<file path="src/upt_pkg.sv">
package upt_pkg;

	// ****************************************************
	// Field encodings
	// ****************************************************
	localparam logic [1:0] SPEED_HS     = 2'h0;
	localparam logic [1:0] SPEED_FS     = 2'h1;
	localparam logic [1:0] SPEED_LS     = 2'h2;
	localparam logic [1:0] SPEED_PRE    = 2'h3;
	localparam logic [1:0] MODE_NORMAL  = 2'h0;
	localparam logic [1:0] MODE_RESUME  = 2'h2;
	localparam logic [1:0] LINE_SE0     = 2'h0;
	localparam logic [1:0] LINE_J       = 2'h1;
	localparam logic [1:0] LINE_K       = 2'h2;

	// ****************************************************
	// Pipeline delays in interface clock cycles
	// ****************************************************
	localparam logic [7:0] DLY_RXCMD_JK     = 8'h04;
	localparam logic [7:0] DLY_RXCMD_SE0_HS = 8'h04;
	localparam logic [7:0] DLY_RXCMD_SE0_FS = 8'h04;
	localparam logic [7:0] DLY_RXCMD_SE0_LS = 8'h10;
	localparam logic [7:0] DLY_TX_START_HS  = 8'h01;
	localparam logic [7:0] DLY_TX_START_FS  = 8'h06;
	localparam logic [7:0] DLY_TX_START_LS  = 8'h4A;
	localparam logic [7:0] DLY_TX_END_PKT   = 8'h03;
	localparam logic [7:0] DLY_TX_END_SOF   = 8'h06;
	localparam logic [7:0] DLY_RX_START_HS  = 8'h05;
	localparam logic [7:0] DLY_RX_START_FL  = 8'h01;
	localparam logic [7:0] DLY_RX_END_HS    = 8'h05;
	localparam logic [7:0] DLY_RX_END_FS    = 8'h11;
	localparam logic [7:0] DLY_RX_END_LS    = 8'h7A;

	// ****************************************************
	// Preamble and end-of-packet bit counts
	// ****************************************************
	localparam logic [4:0] PRE_HDR_BITS  = 5'h10;
	localparam logic [4:0] PRE_GAP_BITS  = 5'h04;
	localparam logic [1:0] EOP_SE0_BITS  = 2'h2;

	// ****************************************************
	// Register map
	// ****************************************************
	localparam logic [3:0] REG_CTRL      = 4'h0;
	localparam logic [3:0] REG_STATUS    = 4'h4;
	localparam logic [7:0] CTRL_RESET    = 8'h31;
	localparam int         CTRL_SPEED    = 0;
	localparam int         CTRL_MODE     = 2;
	localparam int         CTRL_TERM     = 4;
	localparam int         CTRL_LPN      = 5;
	localparam int         CTRL_DP_PD    = 6;
	localparam int         CTRL_DM_PD    = 7;

	typedef enum logic [3:0] {
		UPT_TX_IDLE,
		UPT_TX_START,
		UPT_TX_PRE_HDR,
		UPT_TX_PRE_J,
		UPT_TX_PRE_GAP,
		UPT_TX_SEND,
		UPT_TX_END,
		UPT_TX_RESUME,
		UPT_TX_EOP_SE0,
		UPT_TX_EOP_J
	} upt_tx_state_type;

endpackage

</file>
<file path="src/upt_delay.sv">
module upt_delay (
	input  wire logic       core_clk,
	input  wire logic       arst_n,
	input  wire logic       load,
	input  wire logic [7:0] count_val,
	output logic            busy,
	output logic            done
);

	logic [7:0] count;

	// Counted in interface clocks from the edge where load is sampled
	assign done = busy && (count == 8'h00);

	always_ff @(posedge core_clk or negedge arst_n) begin
		if (!arst_n) begin
			busy  <= 1'b0;
			count <= 8'h00;
		end else if (load) begin
			busy  <= 1'b1;
			count <= count_val - 8'h01;
		end else if (done) begin
			busy  <= 1'b0;
		end else if (busy) begin
			count <= count - 8'h01;
		end
	end

endmodule

</file>
<file path="src/upt_timing.sv">
// Strobed register access and the register addresses were left to the implementer.
module upt_timing (
	input  wire logic       core_clk,
	input  wire logic       arst_n,
	input  wire logic [3:0] reg_addr,
	input  wire logic [7:0] reg_wdata,
	input  wire logic       reg_wr,
	input  wire logic       reg_rd,
	output logic      [7:0] reg_rdata,
	input  wire logic       tx_cmd,
	input  wire logic       tx_sof,
	input  wire logic       stp,
	input  wire logic       rx_sync_raw,
	input  wire logic [1:0] line_state_raw,
	input  wire logic       ls_bit_clk,
	output logic            rxcmd_valid,
	output logic      [1:0] rxcmd_line_state,
	output logic            receive_in_progress,
	output logic            tx_bus_active,
	output logic            pre_header,
	output logic            ls_bit_rate,
	output logic            fs_edge_rate,
	output logic      [1:0] drive_state,
	output logic            drive_oe_n,
	output logic      [1:0] speed_select_field,
	output logic            termination_select_bit,
	output logic            active_low_low_power_bit
);

	// ****************************************************
	// Delay selection
	// ****************************************************
	function automatic logic [7:0] rxcmd_delay(input logic [1:0] speed, input logic se0);
		logic [7:0] d;
		d = upt_pkg::DLY_RXCMD_JK;
		if (se0) begin
			unique case (speed)
				upt_pkg::SPEED_HS: d = upt_pkg::DLY_RXCMD_SE0_HS;
				upt_pkg::SPEED_LS: d = upt_pkg::DLY_RXCMD_SE0_LS;
				default:           d = upt_pkg::DLY_RXCMD_SE0_FS;
			endcase
		end
		return d;
	endfunction

	function automatic logic [7:0] tx_start_delay(input logic [1:0] speed);
		logic [7:0] d;
		unique case (speed)
			upt_pkg::SPEED_HS: d = upt_pkg::DLY_TX_START_HS;
			upt_pkg::SPEED_LS: d = upt_pkg::DLY_TX_START_LS;
			default:           d = upt_pkg::DLY_TX_START_FS;
		endcase
		return d;
	endfunction

	// Preamble receive carries low-speed packets, so it takes the low-speed end delay
	function automatic logic [7:0] rx_end_delay(input logic [1:0] speed);
		logic [7:0] d;
		unique case (speed)
			upt_pkg::SPEED_HS: d = upt_pkg::DLY_RX_END_HS;
			upt_pkg::SPEED_FS: d = upt_pkg::DLY_RX_END_FS;
			default:           d = upt_pkg::DLY_RX_END_LS;
		endcase
		return d;
	endfunction

	// ****************************************************
	// Control register and read port
	// ****************************************************
	logic [7:0] ctrl;
	logic [1:0] speed;
	logic [1:0] mode;
	logic       host_role;
	logic       is_hs;
	logic       is_pre;
	logic [7:0] status;
	logic [7:0] rd_mux;

	assign speed     = ctrl[upt_pkg::CTRL_SPEED +: 2];
	assign mode      = ctrl[upt_pkg::CTRL_MODE +: 2];
	assign host_role = ctrl[upt_pkg::CTRL_DP_PD] && ctrl[upt_pkg::CTRL_DM_PD];
	assign is_hs     = (speed == upt_pkg::SPEED_HS);
	assign is_pre    = (speed == upt_pkg::SPEED_PRE);

	assign speed_select_field       = speed;
	assign termination_select_bit   = ctrl[upt_pkg::CTRL_TERM];
	assign active_low_low_power_bit = ctrl[upt_pkg::CTRL_LPN];
	assign fs_edge_rate             = (speed != upt_pkg::SPEED_HS) && (speed != upt_pkg::SPEED_LS);

	always_ff @(posedge core_clk or negedge arst_n) begin
		if (!arst_n) begin
			ctrl <= upt_pkg::CTRL_RESET;
		end else if (reg_wr && (reg_addr == upt_pkg::REG_CTRL)) begin
			ctrl <= reg_wdata;
		end
	end

	assign rd_mux = (reg_addr == upt_pkg::REG_CTRL)   ? ctrl :
	                (reg_addr == upt_pkg::REG_STATUS) ? status : 8'h00;

	always_ff @(posedge core_clk or negedge arst_n) begin
		if (!arst_n) begin
			reg_rdata <= 8'h00;
		end else begin
			reg_rdata <= reg_rd ? rd_mux : 8'h00;
		end
	end

	// ****************************************************
	// Synchronisers for the analogue side
	// ****************************************************
	logic [1:0] line_s1;
	logic [1:0] line_sync;
	logic [1:0] line_prev;
	logic       rx_s1;
	logic       rx_sync;
	logic       rx_prev;
	logic       bit_s1;
	logic       bit_sync;
	logic       bit_prev;
	logic       line_chg;
	logic       line_se0;
	logic       rx_rise;
	logic       rx_fall;
	logic       bit_tick;

	always_ff @(posedge core_clk or negedge arst_n) begin
		if (!arst_n) begin
			line_s1   <= upt_pkg::LINE_J;
			line_sync <= upt_pkg::LINE_J;
			line_prev <= upt_pkg::LINE_J;
			rx_s1     <= 1'b0;
			rx_sync   <= 1'b0;
			rx_prev   <= 1'b0;
			bit_s1    <= 1'b0;
			bit_sync  <= 1'b0;
			bit_prev  <= 1'b0;
		end else begin
			line_s1   <= line_state_raw;
			line_sync <= line_s1;
			line_prev <= line_sync;
			rx_s1     <= rx_sync_raw;
			rx_sync   <= rx_s1;
			rx_prev   <= rx_sync;
			bit_s1    <= ls_bit_clk;
			bit_sync  <= bit_s1;
			bit_prev  <= bit_sync;
		end
	end

	assign line_chg = (line_sync != line_prev);
	assign line_se0 = (line_sync == upt_pkg::LINE_SE0);
	assign rx_rise  = rx_sync && !rx_prev;
	assign rx_fall  = !rx_sync && rx_prev;
	assign bit_tick = bit_sync && !bit_prev;

	// ****************************************************
	// Receive command and receive framing
	// ****************************************************
	logic       rxcmd_done;
	logic       rx_done;
	logic       rx_end_pending;
	logic [7:0] rx_load_val;

	// A new change restarts the delay, so only the latest level is reported
	upt_delay u_rxcmd_dly (
		.core_clk  (core_clk),
		.arst_n    (arst_n),
		.load      (line_chg),
		.count_val (rxcmd_delay(speed, line_se0)),
		.busy      (),
		.done      (rxcmd_done)
	);

	assign rxcmd_valid = rxcmd_done;

	always_ff @(posedge core_clk or negedge arst_n) begin
		if (!arst_n) begin
			rxcmd_line_state <= upt_pkg::LINE_J;
		end else if (line_chg) begin
			rxcmd_line_state <= line_sync;
		end
	end

	// Start delay applies at high speed only; other speeds flag the start next clock
	assign rx_load_val = rx_fall ? rx_end_delay(speed) :
	                     (is_hs ? upt_pkg::DLY_RX_START_HS : upt_pkg::DLY_RX_START_FL);

	upt_delay u_rx_dly (
		.core_clk  (core_clk),
		.arst_n    (arst_n),
		.load      (rx_rise || rx_fall),
		.count_val (rx_load_val),
		.busy      (),
		.done      (rx_done)
	);

	// Low-speed traffic on the full-speed bus is framed the same way in preamble mode
	always_ff @(posedge core_clk or negedge arst_n) begin
		if (!arst_n) begin
			rx_end_pending      <= 1'b0;
			receive_in_progress <= 1'b0;
		end else begin
			if (rx_rise || rx_fall) begin
				rx_end_pending <= rx_fall;
			end
			if (rx_done) begin
				receive_in_progress <= !rx_end_pending;
			end
		end
	end

	// ****************************************************
	// Transmit sequencing
	// ****************************************************
	upt_pkg::upt_tx_state_type tx_state;
	upt_pkg::upt_tx_state_type next_tx_state;
	logic       tx_done;
	logic       tx_load;
	logic [7:0] tx_load_val;
	logic       sof_held;
	logic [4:0] pre_cnt;
	logic [1:0] eop_cnt;

	assign tx_load = ((tx_state == upt_pkg::UPT_TX_IDLE) && tx_cmd && (mode != upt_pkg::MODE_RESUME)) ||
	                 ((tx_state == upt_pkg::UPT_TX_SEND) && stp && is_hs);
	assign tx_load_val = (tx_state == upt_pkg::UPT_TX_SEND) ?
	                     (sof_held ? upt_pkg::DLY_TX_END_SOF : upt_pkg::DLY_TX_END_PKT) :
	                     tx_start_delay(speed);

	upt_delay u_tx_dly (
		.core_clk  (core_clk),
		.arst_n    (arst_n),
		.load      (tx_load),
		.count_val (tx_load_val),
		.busy      (),
		.done      (tx_done)
	);

	always_comb begin
		next_tx_state = tx_state;
		unique case (tx_state)
			upt_pkg::UPT_TX_IDLE: begin
				if (tx_cmd) begin
					next_tx_state = (mode == upt_pkg::MODE_RESUME) ? upt_pkg::UPT_TX_RESUME : upt_pkg::UPT_TX_START;
				end
			end
			upt_pkg::UPT_TX_START: begin
				if (tx_done) begin
					next_tx_state = is_pre ? upt_pkg::UPT_TX_PRE_HDR : upt_pkg::UPT_TX_SEND;
				end
			end
			upt_pkg::UPT_TX_PRE_HDR: begin
				if (pre_cnt == 5'h00) begin
					next_tx_state = upt_pkg::UPT_TX_PRE_J;
				end
			end
			upt_pkg::UPT_TX_PRE_J: begin
				next_tx_state = upt_pkg::UPT_TX_PRE_GAP;
			end
			upt_pkg::UPT_TX_PRE_GAP: begin
				if (pre_cnt == 5'h00) begin
					next_tx_state = upt_pkg::UPT_TX_SEND;
				end
			end
			upt_pkg::UPT_TX_SEND: begin
				if (stp) begin
					// End delay exists only at high speed
					next_tx_state = is_hs ? upt_pkg::UPT_TX_END : upt_pkg::UPT_TX_IDLE;
				end
			end
			upt_pkg::UPT_TX_END: begin
				if (tx_done) begin
					next_tx_state = upt_pkg::UPT_TX_IDLE;
				end
			end
			upt_pkg::UPT_TX_RESUME: begin
				if (stp) begin
					next_tx_state = host_role ? upt_pkg::UPT_TX_EOP_SE0 : upt_pkg::UPT_TX_IDLE;
				end
			end
			upt_pkg::UPT_TX_EOP_SE0: begin
				if (bit_tick && (eop_cnt == 2'h1)) begin
					next_tx_state = upt_pkg::UPT_TX_EOP_J;
				end
			end
			upt_pkg::UPT_TX_EOP_J: begin
				if (bit_tick) begin
					next_tx_state = upt_pkg::UPT_TX_IDLE;
				end
			end
			default: next_tx_state = upt_pkg::UPT_TX_IDLE;
		endcase
	end

	// Header bits are counted in interface clocks, each longer than a full-speed bit
	always_ff @(posedge core_clk or negedge arst_n) begin
		if (!arst_n) begin
			tx_state <= upt_pkg::UPT_TX_IDLE;
			sof_held <= 1'b0;
			pre_cnt  <= 5'h00;
			eop_cnt  <= 2'h0;
		end else begin
			tx_state <= next_tx_state;
			if ((tx_state == upt_pkg::UPT_TX_IDLE) && tx_cmd) begin
				sof_held <= tx_sof;
			end
			if (next_tx_state == upt_pkg::UPT_TX_PRE_HDR && tx_state != upt_pkg::UPT_TX_PRE_HDR) begin
				pre_cnt <= upt_pkg::PRE_HDR_BITS - 5'h01;
			end else if (next_tx_state == upt_pkg::UPT_TX_PRE_J) begin
				pre_cnt <= upt_pkg::PRE_GAP_BITS - 5'h01;
			end else if (pre_cnt != 5'h00) begin
				pre_cnt <= pre_cnt - 5'h01;
			end
			if (tx_state == upt_pkg::UPT_TX_RESUME) begin
				eop_cnt <= upt_pkg::EOP_SE0_BITS;
			end else if (bit_tick && (eop_cnt != 2'h0)) begin
				eop_cnt <= eop_cnt - 2'h1;
			end
		end
	end

	// ****************************************************
	// Line drive and status
	// ****************************************************
	assign tx_bus_active = (tx_state == upt_pkg::UPT_TX_SEND) || (tx_state == upt_pkg::UPT_TX_END);
	assign pre_header    = (tx_state == upt_pkg::UPT_TX_PRE_HDR);
	assign ls_bit_rate   = (speed == upt_pkg::SPEED_LS) || (is_pre && (tx_state == upt_pkg::UPT_TX_SEND));
	// Bus is released during the gap so the pull-up holds J
	assign drive_oe_n    = !((tx_state == upt_pkg::UPT_TX_PRE_J) || (tx_state == upt_pkg::UPT_TX_RESUME) ||
	                         (tx_state == upt_pkg::UPT_TX_EOP_SE0) || (tx_state == upt_pkg::UPT_TX_EOP_J));
	assign drive_state   = (tx_state == upt_pkg::UPT_TX_RESUME)  ? upt_pkg::LINE_K :
	                       (tx_state == upt_pkg::UPT_TX_EOP_SE0) ? upt_pkg::LINE_SE0 : upt_pkg::LINE_J;
	assign status        = {3'h0, (tx_state == upt_pkg::UPT_TX_EOP_SE0) || (tx_state == upt_pkg::UPT_TX_EOP_J),
	                        tx_bus_active, receive_in_progress, line_sync};
endmodule

</file>
<file path="config.mk">
export PLATFORM = sky130hd
export DESIGN_NAME = upt_timing
export DESIGN_NICKNAME = d
export VERILOG_FILES = /design/src/upt_pkg.sv /design/src/upt_delay.sv /design/src/upt_timing.sv
export SDC_FILE = /design/constraint.sdc
export NUM_CORES = 1
export LEC_CHECK = 0
export ABC_AREA = 1
export BUFFER_PORTS_ARGS = -buffer_cell sky130_fd_sc_hd__buf_4
export CORE_MARGIN = 2
export CORE_UTILIZATION = 55
export CTS_CLUSTER_DIAMETER = 100
export CTS_CLUSTER_SIZE = 14
export DETAILED_ROUTE_END_ITERATION = 10
export PLACE_DENSITY = 0.79
export SLEW_MARGIN = 20
export SYNTH_ARGS = -nofsm -noshare
export SYNTH_HDL_FRONTEND = slang
export SYNTH_SLANG_ARGS = --single-unit
</file>
<file path="constraint.sdc">
create_clock -name core_clk -period 2.1 [get_ports core_clk]
set_input_delay 0.525 -clock core_clk [delete_from_list [all_inputs] [get_ports core_clk]]
set_output_delay 0.525 -clock core_clk [all_outputs]
set_load 0.005 [all_outputs]
</file>
==> impl_metrics.ini <==
[run_status]
outcome = finished clean

[setup_path]
path_class = flop to primary output
r2r_slack_ns = 0.15
crit_path_start = tx_state[2]
endpoint = drive_oe_n
rr_startpoint = tx_state[0]
crit_required_ns = 1.57
arrival_ns = 1.53
startpoint_type = flop
end_kind = primary output
reg2regPathDepth = 12
crit_path_max_fanout = 4
timing.rr.end = u_tx_dly.count[6]

[layout]
syn2layout_area_growth_pct = 22.2
num-fill-cells = 497
final_layout_size_suffix_gt1_share_pct = 23.2
fin_nets = 540
seq_area_sq_um = 1790
multi_input_area_sq_um = 1560
n_antenna_cell = 0
final_cell_area_sq_um = 4390

[pwr]
ir_worst_vdd_mv = 0.771
power_density_nw_per_um2 = 1190
power_mw = 5.21
p_leak_nw = 2.30

[floorplan]
start_util_pct = 56.9
rows = 29
dieArea_sq_um = 7190
io_pins = 46
core-area_sq_um = 6310
die_h_um = 84.8
die_w_um = 84.8

[clock_tree]
clk_pin_slew_ns = 0.07
cts_made_buffers = 9
clock_sinks = 71
tritoncts = yes
clockBufferDepth = 2
htree_levels = 3
root_buffer = clkbuf_8
ctsHoldBuffers = 0
insertion_delay_ns = 0.34

[drt]
dr.pass1.iters = 5
drc = 0
avgRoutedWirePerCell_um = 13.6
vias = 3125
avgViaCountPerCell = 5.29
totalWireLength_um = 8030
postRouteAntennaNets = 0
drt_iter0_markers = 147

[timing]
worstMarginPinSlew_ns = 0.519
rsz0062_at_grt = true
fin_tns_setup_ns = 0
maxSlewViolCount = 0
fmax_mhz = 486
skew_ns = 0.00593
timing.final.crit_share_pct = 98.1
maxSlewHeadroom_pct = 65.4
finalWorstPathRequiredPeriod_ns = 2.06
setup_viol = 0
finalHoldViolations = 0

[yosys]
ys.flop_type = dfrtp_1
yosysWarnings = 0
synthArstFlopShare_pct = 100
synth_top_area_share_pct = 44.6
synth_edf_count = 0
syn-instance-count = 446
ys_ff_latch = 71
yosysUniqueCellTypes = 31
synthMostInstantiatedCell = nand2_1
synthesis.area_sq_um = 3590
yosys.area.top_type = dfrtp_1
synth_area_per_cell_sq_um = 8.05
ys_seq_area_share_pct = 49.7
syn_nets = 477
yosys-top-cells-area = dfrtp_1 45%, nand2_1 9.9%, inv_1 7.2%
synth_common_cells = 95 x nand2_1, 69 x inv_1, 64 x dfrtp_1

[global_routing]
grt_max_degree = 39
grt_use_total_pct = 22.8
gr-total-overflow = 0
grt_pass1_wl_um = 13000
grt_pass1_vias = 2955
grt_antenna_before_repair = 0

[place]
gp_congestion = 0.955
placed_cell_area_sq_um = 4060
portBuffers = 45
dp_hpwl_um = 5960

[worst_hold_path]
hold_class = primary input to asynchronous set/reset pin

[job]
cap_violations = 0
final cells by class:
type / instances / share of cell area [%]
clock inverter: 5 / 1.28
multi-input combinational: 298 / 35.5
tap: 77 / 2.20
sequential: 71 / 40.8
timing repair buffer: 59 / 10.7
inverter: 70 / 6.16
clock buffer: 11 / 3.45
worst min-delay path by stage:
| stage | startpoint | endpoint | slack (ns) | depth (start not counted) |
|---|---|---|---|---|
| floorplan | arst_n | bit_prev | 0.23 | 0 |
| global placement | bit_s1 | bit_sync | 0.33 | 0 |
| detailed placement | bit_s1 | bit_sync | 0.34 | 0 |
| CTS | arst_n | u_rx_dly.count[0] | 0.17 | 1 |
| global route | arst_n | u_rx_dly.count[3] | 0.19 | 1 |
| finish | arst_n | u_rx_dly.count[0] | 0.16 | 1 |
worst max-delay path, stage by stage (launching register included):
cell and delay, ns:
dfrtp_1 0.44, nor2_2 0.18, buf_4 0.14, inv_1 0.07
nor2_2 0.16, nor4_2 0.05, buf_4 0.14
sequential cells by signal, indices dropped and copies added, names as in the netlist, 2 cells and up:
name               count
line_sync              2
u_rxcmd_dly.count      8
line_prev              2
tx_state               4
reg_rdata              8
eop_cnt                2
line_s1                2
rxcmd_line_state       2
u_tx_dly.count         8
pre_cnt                5
u_rx_dly.count         8
ctrl                   8
power breakdown:
part           switching (mW)  internal (mW)  total, mW
registers               0.233           1.71       1.94
logic                    1.31          0.833       2.14
clock network           0.522          0.611       1.13
cell usage in the layout (no fill, tap or decap), types with 10 or more instances in the layout:
cell      synthesis  final
nand2_1          95     95
inv_1            69     66
dfrtp_1          64     62
buf_4             2     57
nor2_1           56     49
o21ai_0          41     39
nand3_1          29     27
a21oi_1          16     16
clkbuf_8          0     11
nor3_1           12     10
cell families (layout without fill, tap and decap cells):
kind of cell,after synthesis,after routing,synth area share [%]
and+or+nand+nor,214,214,26.5
buffers and inverters,77,145,8.82
DFF,71,71,49.7
AOI/OAI and AO/OA,69,69,10.4
adders and majority gates,8,8,2.79
xor gates and xnor gates,6,6,1.46
muxes,1,1,0.314
stage by stage:
stage / instances / utilization, % / worst slack, ns / hold slack, ns
6_report: 591 / 69.5 / 0.0404 / 0.160
5_1_grt: 591 / 69.5 / -0.0495 / 0.190
4_1_cts: 585 / 67.6 / -0.0300 / 0.173
3_5_place_dp: 569 / 64.3 / -0.0131 / 0.337
3_3_place_gp: 569 / 64.3 / 0.163 / 0.332
2_1_floorplan: 446 / - / 0.276 / 0.229
what timing repair did:
| item | in CTS | in global routing |
|---|---|---|
| endpoints found under the setup margin | 5 | 15 |
| cloned | 0 | 0 |
| setup buffers | 0 | 6 |
| pin swaps | 1 | 3 |
| gates resized for setup | 2 | 25 |
routing by layer:
metal  track usage, %  part of all wire (%)
met5                0                     0
met4             9.67                   2.2
met3             4.13                   5.5
met2             38.6                    49
met1             28.9                    43
(Power assumes the default switching activity.)
